[src/logic/ult_pkg.sv]
/*
 * Shared constants for the legacy trap configuration block: register offsets,
 * field positions, reset values and the gate pass-through command bytes.
 * Assumes a single core clock domain and the config and legacy I/O paths on it.
 */
package ult_pkg;

    localparam int ULT_FUNCS = 4;

    // Configuration offsets
    localparam logic [7:0] ULT_OFS_PIN_CODE = 8'h3D;
    localparam logic [7:0] ULT_OFS_RELEASE = 8'h60;
    localparam logic [7:0] ULT_OFS_LEGACY = 8'hC0;

    // Fixed read values and the legacy control reset value
    localparam logic [2:0] ULT_PIN_F0 = 3'h1;
    localparam logic [2:0] ULT_PIN_F1 = 3'h2;
    localparam logic [2:0] ULT_PIN_F2 = 3'h3;
    localparam logic [2:0] ULT_PIN_F3 = 3'h1;
    localparam logic [7:0] ULT_RELEASE_NUMBER = 8'h10;
    localparam logic [15:0] ULT_LEGACY_RESET = 16'h2000;

    // Legacy control field positions
    localparam int ULT_B_END_STATUS = 15;
    localparam int ULT_B_PCI_IRQ_EN = 13;
    localparam int ULT_B_CTRL_IRQ_STATUS = 12;
    localparam int ULT_B_CMD_WR_STATUS = 11;
    localparam int ULT_B_CMD_RD_STATUS = 10;
    localparam int ULT_B_DATA_WR_STATUS = 9;
    localparam int ULT_B_DATA_RD_STATUS = 8;
    localparam int ULT_B_END_SMI_EN = 7;
    localparam int ULT_B_PASS_STATE = 6;
    localparam int ULT_B_GATE_PASS_EN = 5;
    localparam int ULT_B_CTRL_IRQ_SMI_EN = 4;

    // Gate pass-through command bytes on the command port
    localparam logic [7:0] ULT_GATE_CMD_WRITE = 8'hD1;
    localparam logic [7:0] ULT_GATE_CMD_END = 8'hFF;

    typedef enum logic [1:0] {
        ULT_SEQ_IDLE = 2'b00,
        ULT_SEQ_CMD = 2'b01,
        ULT_SEQ_DATA = 2'b10
    } ult_seq_t;

endpackage

[src/logic/ult_trap_if.sv]
/*
 * Carrier between the trap core and the gate pass-through sequencer.
 * Assumes both ends sit on the same core clock.
 */
`timescale 1ns/100ps

interface ult_trap_if;
    logic ioStrobe;
    logic ioWrite;
    logic ioCmdPort;
    logic [7:0] ioData;
    logic passEnable;
    logic suppress;
    logic endEvent;
    logic seqActive;

    modport core (
        output ioStrobe,
        output ioWrite,
        output ioCmdPort,
        output ioData,
        output passEnable,
        input suppress,
        input endEvent,
        input seqActive
    );

    modport seq (
        input ioStrobe,
        input ioWrite,
        input ioCmdPort,
        input ioData,
        input passEnable,
        output suppress,
        output endEvent,
        output seqActive
    );
endinterface

[src/logic/ult_gate_seq.sv]
/*
 * Gate pass-through sequencer: recognises command write D1h, data write, then
 * command write FFh, and marks those writes so that they do not trap.
 * Assumes one legacy access per strobe cycle on the core clock.
 */
`timescale 1ns/100ps

module ult_gate_seq
    import ult_pkg::*;
(
    input wire logic ref_clk,
    input wire logic reset_n,
    ult_trap_if.seq trap
);
    ult_seq_t state;
    ult_seq_t next_state;
    logic isWrite;

    assign isWrite = trap.ioStrobe && trap.ioWrite;

    ////////////////////////////////////////////////////////////////////////////
    always_comb begin
        next_state = state;
        trap.suppress = 1'b0;
        trap.endEvent = 1'b0;
        if (!trap.passEnable) begin
            next_state = ULT_SEQ_IDLE;
        end else if (trap.ioStrobe) begin
            case (state)
                ULT_SEQ_IDLE: begin
                    if (isWrite && trap.ioCmdPort && trap.ioData == ULT_GATE_CMD_WRITE) begin
                        next_state = ULT_SEQ_CMD;
                        trap.suppress = 1'b1;
                    end
                end
                ULT_SEQ_CMD: begin
                    if (isWrite && !trap.ioCmdPort) begin
                        next_state = ULT_SEQ_DATA;
                        trap.suppress = 1'b1;
                    end else begin
                        next_state = ULT_SEQ_IDLE;
                    end
                end
                ULT_SEQ_DATA: begin
                    next_state = ULT_SEQ_IDLE;
                    if (isWrite && trap.ioCmdPort && trap.ioData == ULT_GATE_CMD_END) begin
                        trap.suppress = 1'b1;
                        trap.endEvent = 1'b1;
                    end
                end
                default: next_state = ULT_SEQ_IDLE;
            endcase
        end
    end

    assign trap.seqActive = (state != ULT_SEQ_IDLE);

    always_ff @(posedge ref_clk or negedge reset_n) begin
        if (!reset_n) begin
            state <= ULT_SEQ_IDLE;
        end else begin
            state <= next_state;
        end
    end
endmodule

[src/logic/ult_legacy_trap.sv]
/*
 * Legacy keyboard/mouse trap and identity registers for four classic host
 * controller functions, reached over a simple configuration access port.
 * Assumes config and legacy I/O requests are single-cycle strobes on ref_clk.
 */
//
// Contract
// - Interrupt pin code reads 1,2,3,1 for functions 0-3; upper bits zero.
// - Function interrupts route to lines A, D, C, A respectively.
// - Bus release number register reads constant 10h.
// - Control per function; enables ORed, trap status shared by all; bits 4 and 13 are kept per function, not ORed.
// - End of pass-through sets bit 15 regardless of bit 7.
// - Writing 1 clears a status bit from any function; 0 leaves it.
// - Bit 13 resets to 1; when 0 the PCI interrupt is suppressed.
// - Bit 12 shows this controller's raw interrupt before bit 13 gating.
// - Writes to bit 12 are ignored; cleared at the interrupt source.
// - Command port write sets bit 11 regardless of bit 3.
// - Command port read sets bit 10 regardless of bit 2.
// - Data port write sets bit 9 regardless of bit 1.
// - Data port read sets bit 8 regardless of bit 0.
// - Writes of a recognised gate pass-through sequence do not set trap status.
// - Bit 4 set makes this controller's interrupt raise SMI.
// - The gate pass-through sequence is recognised only with bit 5 set.
// - Bit 7 set makes the end of pass-through raise SMI.
`timescale 1ns/100ps

module ult_legacy_trap
    import ult_pkg::*;
(
    input wire logic ref_clk,
    input wire logic reset_n,
    input wire logic cfgRead,
    input wire logic cfgWrite,
    input wire logic [1:0] cfgFunc,
    input wire logic [7:0] cfgAddr,
    input wire logic [1:0] cfgByteEn,
    input wire logic [15:0] cfgWdata,
    output logic [15:0] cfgRdata,
    output logic cfgRvalid,
    input wire logic ioStrobe,
    input wire logic ioWrite,
    input wire logic ioCmdPort,
    input wire logic [7:0] ioData,
    input wire logic [3:0] ctrlIrq,
    output logic irq_route_a,
    output logic irq_route_c,
    output logic irq_route_d,
    output logic smiOut
);
    ult_trap_if trap ();

    // Per-function low byte (bit 6 is not stored) and bit 13
    logic [7:0] ctlLow [ULT_FUNCS];
    logic [7:0] next_ctlLow [ULT_FUNCS];
    logic [ULT_FUNCS-1:0] pciIrqEn;
    logic [ULT_FUNCS-1:0] next_pciIrqEn;
    // Shared status: 15, 11, 10, 9, 8
    logic [4:0] shared;
    logic [4:0] next_shared;
    logic [7:0] enOr;
    logic legacyWrite;
    logic [15:0] legacyWord [ULT_FUNCS];
    logic [15:0] next_cfgRdata;
    logic next_cfgRvalid;
    logic next_routeA;
    logic next_routeC;
    logic next_routeD;
    logic next_smi;
    logic smiPortTrap;
    logic smiEndPass;
    logic smiCtrlIrq;
    logic [ULT_FUNCS-1:0] gatedIrq;
    logic [ULT_FUNCS-1:0] ctrlSmi;

    // Writes to any other offset fall away: identity registers are read-only
    assign legacyWrite = cfgWrite && cfgAddr == ULT_OFS_LEGACY;

    assign trap.ioStrobe = ioStrobe;
    assign trap.ioWrite = ioWrite;
    assign trap.ioCmdPort = ioCmdPort;
    assign trap.ioData = ioData;
    assign trap.passEnable = enOr[ULT_B_GATE_PASS_EN];

    // One sequencer serves all functions, armed by bit 5 of any of them
    ult_gate_seq u_seq (
        .ref_clk(ref_clk),
        .reset_n(reset_n),
        .trap(trap.seq)
    );

    ////////////////////////////////////////////////////////////////////////////
    // Per-function control
    genvar f;
    generate
        for (f = 0; f < ULT_FUNCS; f++) begin : g_func
            always_comb begin
                next_ctlLow[f] = ctlLow[f];
                next_pciIrqEn[f] = pciIrqEn[f];
                if (legacyWrite && cfgFunc == 2'(f)) begin
                    if (cfgByteEn[0]) begin
                        next_ctlLow[f] = cfgWdata[7:0] & 8'hBF;
                    end
                    if (cfgByteEn[1]) begin
                        next_pciIrqEn[f] = cfgWdata[ULT_B_PCI_IRQ_EN];
                    end
                end
            end

            always_ff @(posedge ref_clk or negedge reset_n) begin
                if (!reset_n) begin
                    ctlLow[f] <= ULT_LEGACY_RESET[7:0];
                    pciIrqEn[f] <= ULT_LEGACY_RESET[ULT_B_PCI_IRQ_EN];
                end else begin
                    ctlLow[f] <= next_ctlLow[f];
                    pciIrqEn[f] <= next_pciIrqEn[f];
                end
            end

            // Bit 12 is the raw interrupt; writes never reach it
            assign legacyWord[f] = {shared[4], 1'b0,
                pciIrqEn[f], ctrlIrq[f],
                shared[3:0], ctlLow[f][7],
                trap.seqActive, ctlLow[f][5:0]};
            // Bit 13 gates only the PCI line; the SMI path sees the raw level
            assign gatedIrq[f] = ctrlIrq[f] && pciIrqEn[f];
            assign ctrlSmi[f] = ctrlIrq[f] && ctlLow[f][ULT_B_CTRL_IRQ_SMI_EN];
        end
    endgenerate

    // Enables other than bits 4 and 13 act as one set: a bit set in any function arms the shared logic
    always_comb begin
        enOr = 8'h00;
        for (int i = 0; i < ULT_FUNCS; i++) begin
            enOr = enOr | ctlLow[i];
        end
    end

    ////////////////////////////////////////////////////////////////////////////
    // Shared trap status; a new event wins over a same-cycle clear, so an
    // access that lands while software clears is never lost
    // Reads see a new status bit from the cycle after its event edge
    logic [4:0] setEv;
    logic [4:0] clrEv;

    always_comb begin
        setEv = 5'h00;
        clrEv = 5'h00;
        setEv[4] = trap.endEvent;
        if (ioStrobe && !trap.suppress) begin
            setEv[3] = ioCmdPort && ioWrite;
            setEv[2] = ioCmdPort && !ioWrite;
            setEv[1] = !ioCmdPort && ioWrite;
            setEv[0] = !ioCmdPort && !ioWrite;
        end
        // Clear bits all sit in byte 1; a byte-0 write leaves the status alone
        if (legacyWrite && cfgByteEn[1]) begin
            clrEv = {cfgWdata[ULT_B_END_STATUS], cfgWdata[11:8]};
        end
        next_shared = (shared & ~clrEv) | setEv;
    end

    always_ff @(posedge ref_clk or negedge reset_n) begin
        if (!reset_n) begin
            shared <= 5'h00;
        end else begin
            shared <= next_shared;
        end
    end

    ////////////////////////////////////////////////////////////////////////////
    // Config reads, interrupt routing and SMI
    always_comb begin
        next_cfgRvalid = cfgRead;
        // Idle cycles and unmapped offsets return zero, never a stale word
        next_cfgRdata = 16'h0000;
        if (cfgRead) begin
            case (cfgAddr)
                ULT_OFS_PIN_CODE: begin
                    case (cfgFunc)
                        2'h0: next_cfgRdata = {13'h0000, ULT_PIN_F0};
                        2'h1: next_cfgRdata = {13'h0000, ULT_PIN_F1};
                        2'h2: next_cfgRdata = {13'h0000, ULT_PIN_F2};
                        default: next_cfgRdata = {13'h0000, ULT_PIN_F3};
                    endcase
                end
                ULT_OFS_RELEASE: next_cfgRdata = {8'h00, ULT_RELEASE_NUMBER};
                ULT_OFS_LEGACY: next_cfgRdata = legacyWord[cfgFunc];
                default: next_cfgRdata = 16'h0000;
            endcase
        end
        // Routing is fixed and independent of the reported pin code
        next_routeA = gatedIrq[0] || gatedIrq[3];
        next_routeC = gatedIrq[2];
        next_routeD = gatedIrq[1];
        // Port traps use the ORed enables, so a trap raises SMI through any
        // function whose enable is set
        smiPortTrap = |(shared[3:0] & enOr[3:0]);
        smiEndPass = shared[4] && enOr[ULT_B_END_SMI_EN];
        smiCtrlIrq = |ctrlSmi;
        // Level output: falls once every enabled pair is cleared
        next_smi = smiPortTrap || smiEndPass || smiCtrlIrq;
    end

    // All outputs leave flip-flops, so the far side never sees a glitch
    always_ff @(posedge ref_clk or negedge reset_n) begin
        if (!reset_n) begin
            cfgRdata <= 16'h0000;
            cfgRvalid <= 1'b0;
            irq_route_a <= 1'b0;
            irq_route_c <= 1'b0;
            irq_route_d <= 1'b0;
            smiOut <= 1'b0;
        end else begin
            cfgRdata <= next_cfgRdata;
            cfgRvalid <= next_cfgRvalid;
            irq_route_a <= next_routeA;
            irq_route_c <= next_routeC;
            irq_route_d <= next_routeD;
            smiOut <= next_smi;
        end
    end
endmodule

[config.mk]
export PLATFORM = sky130hd
export DESIGN_NAME = ult_legacy_trap
export DESIGN_NICKNAME = d
export VERILOG_FILES = /design/src/logic/ult_pkg.sv /design/src/logic/ult_trap_if.sv /design/src/logic/ult_gate_seq.sv /design/src/logic/ult_legacy_trap.sv
export SDC_FILE = /design/constraint.sdc
export NUM_CORES = 1
export LEC_CHECK = 0
export ABC_CLOCK_PERIOD_IN_PS = 1700
export BUFFER_PORTS_ARGS = -buffer_cell sky130_fd_sc_hd__buf_4
export CAP_MARGIN = 0
export CORE_UTILIZATION = 48
export DETAILED_ROUTE_END_ITERATION = 16
export GPL_TIMING_DRIVEN = 0
export PLACE_DENSITY_LB_ADDON = 0.3
export SYNTH_ARGS = -nofsm -noshare
export SYNTH_HDL_FRONTEND = slang
export SYNTH_HIERARCHICAL = 1
export SYNTH_SLANG_ARGS = --single-unit
[constraint.sdc]
create_clock -name ref_clk -period 1.7 [get_ports ref_clk]
set_input_delay 0.51 -clock ref_clk [delete_from_list [all_inputs] [get_ports ref_clk]]
set_output_delay 0.51 -clock ref_clk [all_outputs]
set_load 0.05 [all_outputs]
Yosys cells after proc, flatten, opt, wreduce, memory -nomap -nowiden

Index checks and enable logic that the tools add are counted.

Register bits after elaboration: 60
Input port bits: 47
Word-level logic and storage cells: 104
Output and inout bits: 21

Muxes and demuxes: 22
Bitwise gates (word level): 8
Reductions and logical operators: 45
Magnitude comparators: 1
Eq/ne operators: 12

Operators with widths:

| kind                                                      | number |
|---|---|
| two-way mux 16 bit                                        | 3 |
| one-hot mux 16 bit (3 select lines)                       | 1 |
| binary-select mux 16 bit (select 2 bit)                   | 1 |
| logical AND 1 bit                                         | 25 |
| == test 8 bit (second input constant)                     | 3 |
| OR 8 bit                                                  | 3 |
| AND reduction 2 bit                                       | 9 |
| == test 8 x 6 -> 1 bit (second input constant)            | 1 |
| == test 8 x 7 -> 1 bit (second input constant)            | 1 |
| two-way mux 1 bit                                         | 8 |
| two-way mux 2 bit                                         | 4 |
| one-hot mux 2 bit (2 select lines)                        | 2 |
| OR reduction 4 bit                                        | 2 |
| == test 2 bit (second input constant)                     | 3 |
| AND 5 bit                                                 | 1 |
| two-way mux 5 bit                                         | 1 |
| NOT 5 bit                                                 | 1 |
| OR 5 bit                                                  | 1 |
| AND 4 bit                                                 | 1 |
| == test 2 x 1 -> 1 bit (second input constant)            | 2 |
| zero test 2 bit                                           | 2 |
| two-way mux 4 bit                                         | 1 |
| greater-or-equal comparator 3 bit (second input constant) | 1 |
| zero test 1 bit                                           | 3 |
| other kinds (6)                                           | 8 |

Logic depth before layout (Yosys ltp)

Gate-level depths: netlist of run 1.

Depth after elaboration: 11
Depth in mapped cells: 7

Modules after synthesis

Netlist of run 1, hierarchy kept.

Modules (own cells, without submodules):

| module          | area an instance (um^2) | times used | cells each |
|---|---|---|---|
| ult_legacy_trap | 2633.8                  | 1          | 184 |
| ult_gate_seq    | 167.7                   | 1          | 23 |

Least setup slack after synthesis of run 1

OpenSTA, ideal clock, no wires.

Kind: input -> register
From: input cfgFunc[1]
To: register ctlLow[16] (netlist name)
Buffers on the path: 1
Slack: -0.214 ns
Stages: 6
Arrival time: 1.789 ns
Cell sequence: clkbuf_1 -> inv_1 -> ha_1 -> and2_1 -> nand4_2 -> mux2_2

Cells in the longest elaborated chain, start to end: 3

Ends and longest elaborated chain:

| item                            | line                   | text |
|---|---|---|
| from (decl)                     | ult_legacy_trap.sv:34  | `input wire logic [1:0] cfgFunc,` |
| == test 2 x 1 -> 1 bit          | ult_legacy_trap.sv:99  | `if (legacyWrite && cfgFunc == 2'(f)) begin` |
| logical AND 1 bit               | ult_legacy_trap.sv:99  |  |
| AND reduction 2 bit (no line)   | -                      |  |
| to (signal, indexed assignment) | ult_legacy_trap.sv:111 | `ctlLow[f] <= ULT_LEGACY_RESET[7:0];` |
| to (signal, indexed assignment) | ult_legacy_trap.sv:114 | `ctlLow[f] <= next_ctlLow[f];` |
| to (decl)                       | ult_legacy_trap.sv:53  | `logic [7:0] ctlLow [ULT_FUNCS];` |

No other way between the ends.
A chain may end at the register's enable or synchronous reset.

Worst setup path after layout of run 1

From: register ctlLow[21] (netlist name)
To: register shared[0]

Cells in the longest elaborated chain, start to end: 8

Ends and longest elaborated chain:

| item                     | line                   | text |
|---|---|---|
| OR 8 bit (3 in a row)    | ult_legacy_trap.sv:134 | `enOr = enOr \| ctlLow[i];` |
| named net enOr[5]        | ult_legacy_trap.sv:60  | `logic [7:0] enOr;` |
| two-way mux 1 bit        | ult_gate_seq.sv:26     | `if (!trap.passEnable) begin` |
| named net trap.suppress  | ult_trap_if.sv:13      | `logic suppress;` |
| zero test 1 bit          | ult_legacy_trap.sv:149 | `if (ioStrobe && !trap.suppress) begin` |
| logical AND 1 bit        | ult_legacy_trap.sv:149 |  |
| two-way mux 4 bit        | ult_legacy_trap.sv:149 |  |
| OR 5 bit                 | ult_legacy_trap.sv:159 | `next_shared = (shared & ~clrEv) \| setEv;` |
| named net next_shared[0] | ult_legacy_trap.sv:59  | `logic [4:0] next_shared;` |
| to (signal assigned)     | ult_legacy_trap.sv:166 | `shared <= next_shared;` |
| to (decl)                | ult_legacy_trap.sv:58  | `logic [4:0] shared;` |

The timed path passes the listed nets, and every way through them passes these cells.

==> impl_metrics.ini, run 1 <==
[run_status]
status = finished with violations
violations = setup timing

[die]
fp.dieH_microns = 78.4
initial_core_util = 0.503
die_area_sq_um = 6150
io_pins = 68
coreArea_sq_um = 5570
core.rowCount = 27
die_width_microns = 78.4

[layout]
final_cell_area_sq_um = 3670
drive_above_1_share = 0.517
antennaDiodeCount = 0
fin_nets = 337
layout_commonest_cell = buf_4
syn2layout_area_growth_pct = 31.1
fin_util = 0.659
final_cell_mix = buf_4 (68), dfrtp_1 (55), mux2_2 (31), nand4_1 (10)

[yosys]
synth_nets = 259
ys.flop_type = dfrtp_1
async_flop_share = 1.00
synthDistinctLibCells = 45
synth_seq_cells = 59
yosysSeqAreaShare = 0.529
synth_area_per_cell_sq_um = 13.5
synth_edf_count = 0
synth_cells = 207
syn_area_sq_um = 2800
synth_warnings = 6

[power]
powerDensity_nw_per_um2 = 841
power_w = 0.00309
ir_drop_mv = 0.595
p_leak_nw = 1.81

[global_route]
grt_start_max_net_pins = 60
grtUsageMet3 = 0.0430
antenna_found_initial = 0
grt_pass1_wl_microns = 9940
grt-ovfl-total = 0
grt-busiest-layer = met2
grt_util_met1 = 0.288
grtUsageTotal = 0.221
use_met2 = 0.351
grt_pass1_vias = 1991

[critical_path]
critPathCaptureType = register
startpoint_type = register
worstPathRequired_ns = 1.99
crit_fanout = 4
crit_type = register to register
worstPathArrival_ns = 2.02

[timing]
setup_viol = 1
fin_ws_ns = -0.0360
rsz0062_at_grt = yes
min_period_ns = 1.74
finalClockSkew_ns = 0.00932
drv_slew = 0
hold_ws_ns = 0.230
hold_viol = 0
period_share = 1.02
tightest_slew_ns = 0.717
max_clock_freq_ghz = 0.576
worst_slew_margin_rel = 0.522

[placement]
finalWeightedCongestion = 0.828
io_buffer_count = 63
dpl_cell_area_sq_um = 3370
dp_hpwl_microns = 4370

[job]
maxCapViolations = 0

[clock_tree]
tritoncts = built
numCtsBuffers = 9
holdBufCountCts = 0
clock-sinks = 59
clk_path_buf_depth = 2
cts.clk_slew.worst_paths_ns = 0.07
root_buffer = clkbuf_8
clock_latency_ns = 0.34
htree_levels = 3

[drt]
firstDrtPassIters = 5
ant_nets = 0
vias = 2020
first_iter_violations = 181
wl_microns = 6210
wl_per_cell_microns = 17.1
viasPerCell = 5.58
route.detailed.drc = 0

[worst_hold_path]
min_path_type = input pin to async pin
[layer usage]
metal	up-vias	wire length, microns
li1	939	-
met1	998	2620
met2	68	3080
met3	15	370
met4	0	146
met5	-	0
[report_power, final]
group / internal [W] / leakage (nW) / total [W] / switching (W)
registers: 0.00142 / 0.786 / 0.00142 / 0.00000656
clock network: 0.000818 / 0.101 / 0.00140 / 0.000582
logic: 0.000122 / 0.919 / 0.000268 / 0.000146
total: 0.00236 / 1.81 / 0.00309 / 0.000734
[layout make-up]
cell class / instances / area [sq um]
Buffer: 9 / 60.1
Clock buffer: 9 / 124
Clock inverter: 7 / 92.6
Fill cell: 437 / 1900
Inverter: 5 / 18.8
Multi-Input combinational cell: 134 / 1300
Sequential cell: 59 / 1480
Tap cell: 72 / 90.1
Timing Repair Buffer: 67 / 503
[stage by stage]
| stage | setup TNS [ns] | cells | setup WS (ns) |
|---|---|---|---|
| after floorplan | -0.144 | 207 | -0.0357 |
| after global placement | -13.37 | 342 | -0.380 |
| after detailed placement | -14.59 | 342 | -0.417 |
| after CTS | -1.17 | 358 | -0.0634 |
| after global routing | -0.198 | 362 | -0.128 |
| final | -0.0360 | 362 | -0.0360 |
[worst max-delay path, cell delays in order, from the launching register on]
cell and delay [ns]:
dfrtp_1 0.39, or4_4 0.57, nand2_2 0.09, a21oi_1 0.05, o21a_1 0.15, nor2b_4 0.15
nor3b_2 0.18, a21o_1 0.10
[registers in the layout, indices dropped and copies added (netlist names)]
signal and flops:
cfgRdata 15, cfgRvalid 1, ctlLow 28, irq_route_a 1, irq_route_c 1, irq_route_d 1
legacyWord 4, shared 5, smiOut 1, u_seq/state 2
[cell usage after synthesis, types with 2 or more instances]
cell type,n,area share
mux2_2,31,0.12
nand2_1,6,0.0080
ha_1,5,0.022
nor2b_1,8,0.018
nand4_1,10,0.022
a22oi_1,2,0.0054
mux2_1,2,0.0080
nor3_1,2,0.0036
dfrtp_1,55,0.49
and3_1,9,0.020
mux4_2,8,0.064
and2_1,7,0.016
buf_2,3,0.0054
o2bb2ai_1,2,0.0063
nand4_2,3,0.013
nor4_1,2,0.0045
o21a_1,2,0.0054
a21oi_1,2,0.0036
nand4b_1,3,0.0094
a21o_1,2,0.0054
inv_1,5,0.0067
a32o_1,3,0.011
buf_6,2,0.0080
dfstp_2,4,0.038
o41ai_1,5,0.016
clkbuf_1,3,0.0040
nand3_1,3,0.0054
[repair_timing]
item                       4_1_cts  5_1_grt
setup endpoints to repair       25       38
gates resized for setup          4        6
setup buffers                    0        4
pin swaps                        1        4
[path summary, 6_finish.rpt]
check | startpoint | to | slack, ns | depth (start not counted)
worst max-delay path | ctlLow[21]$_DFFE_PN0P_ | shared[0]$_DFF_PN0_ | -0.04 | 7
worst min-delay path | reset_n | ctlLow[20]$_DFFE_PN0P_ | 0.23 | 1
worst max register to register | ctlLow[21]$_DFFE_PN0P_ | shared[0]$_DFF_PN0_ | -0.04 | 7
worst min register to register | ctlLow[3]$_DFFE_PN0P_ | ctlLow[3]$_DFFE_PN0P_ | 0.53 | 1
max in group asynchronous | reset_n | ctlLow[16]$_DFFE_PN0P_ | 1.01 | 1
min in group ref_clk | cfgRead | cfgRvalid$_DFF_PN0_ | 0.29 | 1
[logic make-up (layout without fill, tap and decap cells)]
| logic type | count (synthesis) | count (layout) | synth area share |
|---|---|---|---|
| flops | 59 | 59 | 0.529 |
| mux | 42 | 42 | 0.201 |
| buf+inv | 14 | 97 | 0.0268 |
| compound gates | 21 | 21 | 0.0598 |
| fa+ha+maj | 5 | 5 | 0.0223 |
| simple gates | 65 | 65 | 0.160 |
| other cells | 1 | 1 | 0.00134 |
(Power assumes the default switching activity.)
==> inputs of run 2 (changes only) <==
ABC_CLOCK_PERIOD_IN_PS = 2200   (was 1700)
CORE_UTILIZATION = 57   (was 48)
SKIP_LAST_GASP = 1   (was not set)
clock period = 2.2 ns   (was 1.7 ns; I/O delays follow)
==> impl_metrics.ini, run 2 (synthesized netlist as in run 1, its figures left out) <==
[run_status]
status = complete, no violations

[timing]
max_clock_freq_ghz = 0.518
drv_slew = 0
min_period_ns = 1.93
hold_ws_ns = 0.376
finalClockSkew_ns = 0.00961
period_share = 0.877
hold_viol = 0
setup_viol = 0
worst_slew_margin_rel = 0.522
fin_ws_ns = 0.271
tightest_slew_ns = 0.717
rsz0062_at_grt = no

[die]
core.rowCount = 25
fp.dieH_microns = 72.1
initial_core_util = 0.593
die_area_sq_um = 5200
io_pins = 68
die_width_microns = 72.1
coreArea_sq_um = 4720

[clock_tree]
tritoncts = built
clk_path_buf_depth = 2
cts.clk_slew.worst_paths_ns = 0.06
holdBufCountCts = 0
root_buffer = clkbuf_8
clock_latency_ns = 0.33
numCtsBuffers = 9
postCtsResizedCells = 0
clock-sinks = 59
htree_levels = 3

[layout]
final_cell_area_sq_um = 3560
regMostFlops = ctlLow
drive_above_1_share = 0.481
largest_register_ffs = 28
antennaDiodeCount = 0
layout_commonest_cell = buf_4
fin_nets = 332
fill_cells = 328
reg_top3 = ctlLow: 28 flops, cfgRdata: 15 flops, shared: 5 flops
syn2layout_area_growth_pct = 27.0
final_cell_mix = buf_4 (64), dfrtp_1 (55), mux2_2 (31), clkbuf_8 (11), nand4_1 (10)

[drt]
viasPerCell = 5.71
route.detailed.drc = 0
vias = 2011
wl_microns = 5880
wl_per_cell_microns = 16.7
firstDrtPassIters = 4
ant_nets = 0
first_iter_violations = 81

[critical_path]
cp-endpoint = ctlLow[8]$_DFFE_PN0P_
crit_type = input pin to register
worstReg2RegStart = ctlLow[29]$_DFFE_PN0P_
worstPathCellList = buf_4, nor4_4, nand4_2, mux2_2
crit_path_start = cfgAddr[0]
critPathCaptureType = register
worstRegToRegCells = 7
worstPathRequired_ns = 2.41
slowest_delay_ns = 0.54
crit_path_top_delay_cell = nor4_4
crit_fanout = 7
reg2reg_slack_ns = 0.32
worstPathArrival_ns = 2.14
r2r-end = shared[0]$_DFF_PN0_
startpoint_type = input pin

[global_route]
antenna_found_initial = 0
grt_pass1_wl_microns = 9520
grt-ovfl-total = 0
grt_start_max_net_pins = 60
grt_pass1_vias = 1982
grtUsageTotal = 0.252

[power]
ir_drop_mv = 0.330
p_leak_nw = 1.79
powerDensity_nw_per_um2 = 645
power_w = 0.00229

[placement]
dpl_cell_area_sq_um = 3360
dp_hpwl_microns = 4290
io_buffer_count = 63
finalWeightedCongestion = 0.776
dp_slack_ns = -0.387

[job]
maxCapViolations = 0

[worst_hold_path]
min_path_type = input pin to async pin
-- run 2: cell count changes in the layout (fill, tap and decap cells not counted), sizes merged --
| cell | before | now |
|---|---|---|
| clkbuf | 12 | 14 |
| clkinvlp | 3 | 0 |
| bufinv | 2 | 1 |
| buf | 73 | 69 |
| clkinv | 2 | 3 |
-- run 2: worst min-delay path by stage --
stage                          startpoint                      to  slack (ns)  depth (start not counted)
floorplan                         reset_n   cfgRdata[0]$_DFF_PN0_        0.36                          0
finish                            reset_n  cfgRdata[13]$_DFF_PN0_        0.38                          1
detailed placement    shared[1]$_DFF_PN0_     shared[1]$_DFF_PN0_        0.51                          1
global placement    ctlLow[5]$_DFFE_PN0P_   ctlLow[5]$_DFFE_PN0P_        0.50                          1
CTS                               reset_n   irq_route_c$_DFF_PN0_        0.41                          1
global route                      reset_n     shared[4]$_DFF_PN0_        0.44                          1
-- run 2: metrics by stage --
stage | instances | TNS, ns | util
5_1_grt | 352 | 0 | 0.753
3_3_place_gp | 337 | -4.82 | 0.711
6_report | 352 | 0 | 0.753
2_1_floorplan | 207 | 0 | -
4_1_cts | 352 | 0 | 0.753
3_5_place_dp | 337 | -5.44 | 0.711
-- run 2: power breakdown --
group / switching, W / internal [W]
Combinational: 0.000106 / 0.0000894
Clock: 0.000417 / 0.000583
Sequential: 0.00000504 / 0.00109
Total: 0.000527 / 0.00177
-- run 2: layout make-up --
| cell class | instances | area [sq um] | area share |
|---|---|---|---|
| Multi-Input combinational cell | 134 | 1240 | 0.350 |
| Tap cell | 67 | 83.8 | 0.0236 |
| Clock inverter | 4 | 48.8 | 0.0137 |
| Buffer | 8 | 52.6 | 0.0148 |
| Timing Repair Buffer | 63 | 473 | 0.133 |
| Clock buffer | 12 | 155 | 0.0436 |
| Sequential cell | 59 | 1480 | 0.416 |
| Inverter | 5 | 18.8 | 0.00527 |
-- run 2: what timing repair did --
item | 4_1_cts | 5_1_grt
setup endpoints to repair | 8 | 0
endpoints found under the hold margin | 0 | 0
buffers inserted | 0 | 0
-- run 2: routing by layer --
metal | track usage | up-vias | routed length, microns
li1 | - | 930 | -
met5 | 0 | - | 0
met2 | 0.429 | 62 | 3080
met4 | 0.105 | 0 | 65
met1 | 0.320 | 1013 | 2440
met3 | 0.0458 | 6 | 292
-- run 2: critical path: cells and delay by family --
kind	cells	cell delay, ns
buf+inv	1	0.12
mux	1	0.39
simple gates	2	0.97
==> inputs of run 3 (changes only) <==
GPL_TIMING_DRIVEN = not set   (was 0)
==> impl_metrics.ini, run 3 (synthesized netlist as in run 1, its figures left out) <==
[layout]
regMostFlops = ctlLow
reg_top3 = ctlLow: 28 flops, cfgRdata: 15 flops, shared: 5 flops
fill_cells = 335
final_cell_area_sq_um = 3520
layout_commonest_cell = buf_4
antennaDiodeCount = 0
final_cell_mix = buf_4 (66), dfrtp_1 (55), mux2_2 (31), nand4_1 (10), clkbuf_8 (10)
drive_above_1_share = 0.475
final_cells = 347
syn2layout_area_growth_pct = 25.6
fin_nets = 327
largest_register_ffs = 28

[power]
p_comb_frac = 0.085
switching_share = 0.233
p_clk_frac = 0.429
power_frac_seq = 0.486
ir_drop_mv = 0.445
p_leak_nw = 1.75
p_int_w = 0.00173
power_w = 0.00226
powerDensity_nw_per_um2 = 643
p_sw_w = 0.000528

[global_route]
grt_pass1_vias = 2014
grt-ovfl-total = 0
grt_pass1_wl_microns = 9860
grt_start_max_net_pins = 60
antenna_found_initial = 0
grtUsageTotal = 0.258

[placement]
dp_hpwl_microns = 4280
io_buffer_count = 63
finalWeightedCongestion = 0.760
dpl_cell_area_sq_um = 3320
placedCellCount = 331

[drt]
route.detailed.drc = 0
first_iter_violations = 134
wl_per_cell_microns = 17.5
vias = 2029
viasPerCell = 5.85
ant_nets = 0
firstDrtPassIters = 4
wl_microns = 6070

[timing]
setup_viol = 0
worst_slew_margin_rel = 0.519
period_share = 0.860
timing.setup.tns_ns = 0
max_clock_freq_ghz = 0.529
drv_slew = 0
hold_ws_ns = 0.381
tightest_slew_ns = 0.722
finalClockSkew_ns = 0.00451
rsz0062_at_grt = no
min_period_ns = 1.89
hold_viol = 0

[critical_path]
reg2reg_slack_ns = 0.31
crit_fanout = 4
critPathCaptureType = register
startpoint_type = register
worstPathRequired_ns = 2.47
crit_type = register to register
r2r-end = shared[0]$_DFF_PN0_
worstRegToRegCells = 7
worstPathArrival_ns = 2.16
worstReg2RegStart = ctlLow[29]$_DFFE_PN0P_

[clock_tree]
htree_levels = 3
holdBufCountCts = 0
cts_setup_buffers = 0
tritoncts = built
root_buffer = clkbuf_8
postCtsResizedCells = 0
clk_path_buf_depth = 2
clock-sinks = 59
numCtsBuffers = 9
cts.clk_slew.worst_paths_ns = 0.07
clock_latency_ns = 0.33

[die]
coreArea_sq_um = 4720
die_width_microns = 72.1
initial_core_util = 0.593
die_area_sq_um = 5200
io_pins = 68
fp.dieH_microns = 72.1
core.rowCount = 25

[worst_hold_path]
min_path_type = input pin to async pin

[run_status]
status = complete, no violations

[job]
maxCapViolations = 0
run 3: how the worst max path moves through the flow:
stage                           start                endpoint  slack (ns)  cells after the start
2_1_floorplan              cfgFunc[1]  ctlLow[16]$_DFFE_PN0P_        0.14                      6
3_3_place_gp               cfgAddr[0]  ctlLow[21]$_DFFE_PN0P_        0.12                      5
3_5_place_dp               cfgAddr[0]   ctlLow[4]$_DFFE_PN0P_        0.09                      5
4_1_cts        ctlLow[29]$_DFFE_PN0P_     shared[0]$_DFF_PN0_        0.33                      7
5_1_grt        ctlLow[29]$_DFFE_PN0P_     shared[0]$_DFF_PN0_        0.20                      7
6_report       ctlLow[29]$_DFFE_PN0P_     shared[0]$_DFF_PN0_        0.31                      7
run 3: cell type report:
| cell class | count | area, sq um | area share |
|---|---|---|---|
| Clock inverter | 4 | 50.0 | 0.0142 |
| Sequential cell | 59 | 1480 | 0.421 |
| Inverter | 5 | 18.8 | 0.00533 |
| Multi-Input combinational cell | 134 | 1240 | 0.354 |
| Clock buffer | 12 | 145 | 0.0412 |
| Tap cell | 67 | 83.8 | 0.0238 |
| Timing Repair Buffer | 66 | 495 | 0.141 |
run 3: power by group through the flow:
stage	logic [W]	clock network (W)	registers, W
floorplan	0.0000619	0	0.00113
global placement	0.000189	0	0.00112
detailed placement	0.000192	0	0.00112
CTS	0.000193	0.000985	0.00110
global route	0.000210	0.00103	0.00110
finish	0.000192	0.000970	0.00110
run 3: critical path, cell delays in order, from the launching register on:
cell     delay, ns
dfrtp_1       0.39
or4_1         0.58
nand2_1       0.12
a21oi_1       0.05
o21a_1        0.11
nor2b_1       0.24
nor3b_1       0.23
a21o_1        0.11
run 3: per-stage QoR:
step	setup slack, ns	util
finish	0.309	0.745
global route	0.198	0.745
CTS	0.332	0.745
detailed placement	0.0870	0.704
global placement	0.124	0.704
floorplan	0.136	-
run 3: metal layers:
layer	routed length (microns)	GRT usage	share of wire	vias to the layer above
met5	0	0	0	-
met4	153	0.124	0.025	0
met3	243	0.0528	0.040	15
met2	3190	0.440	0.53	55
met1	2480	0.314	0.41	1034
li1	-	-	-	925
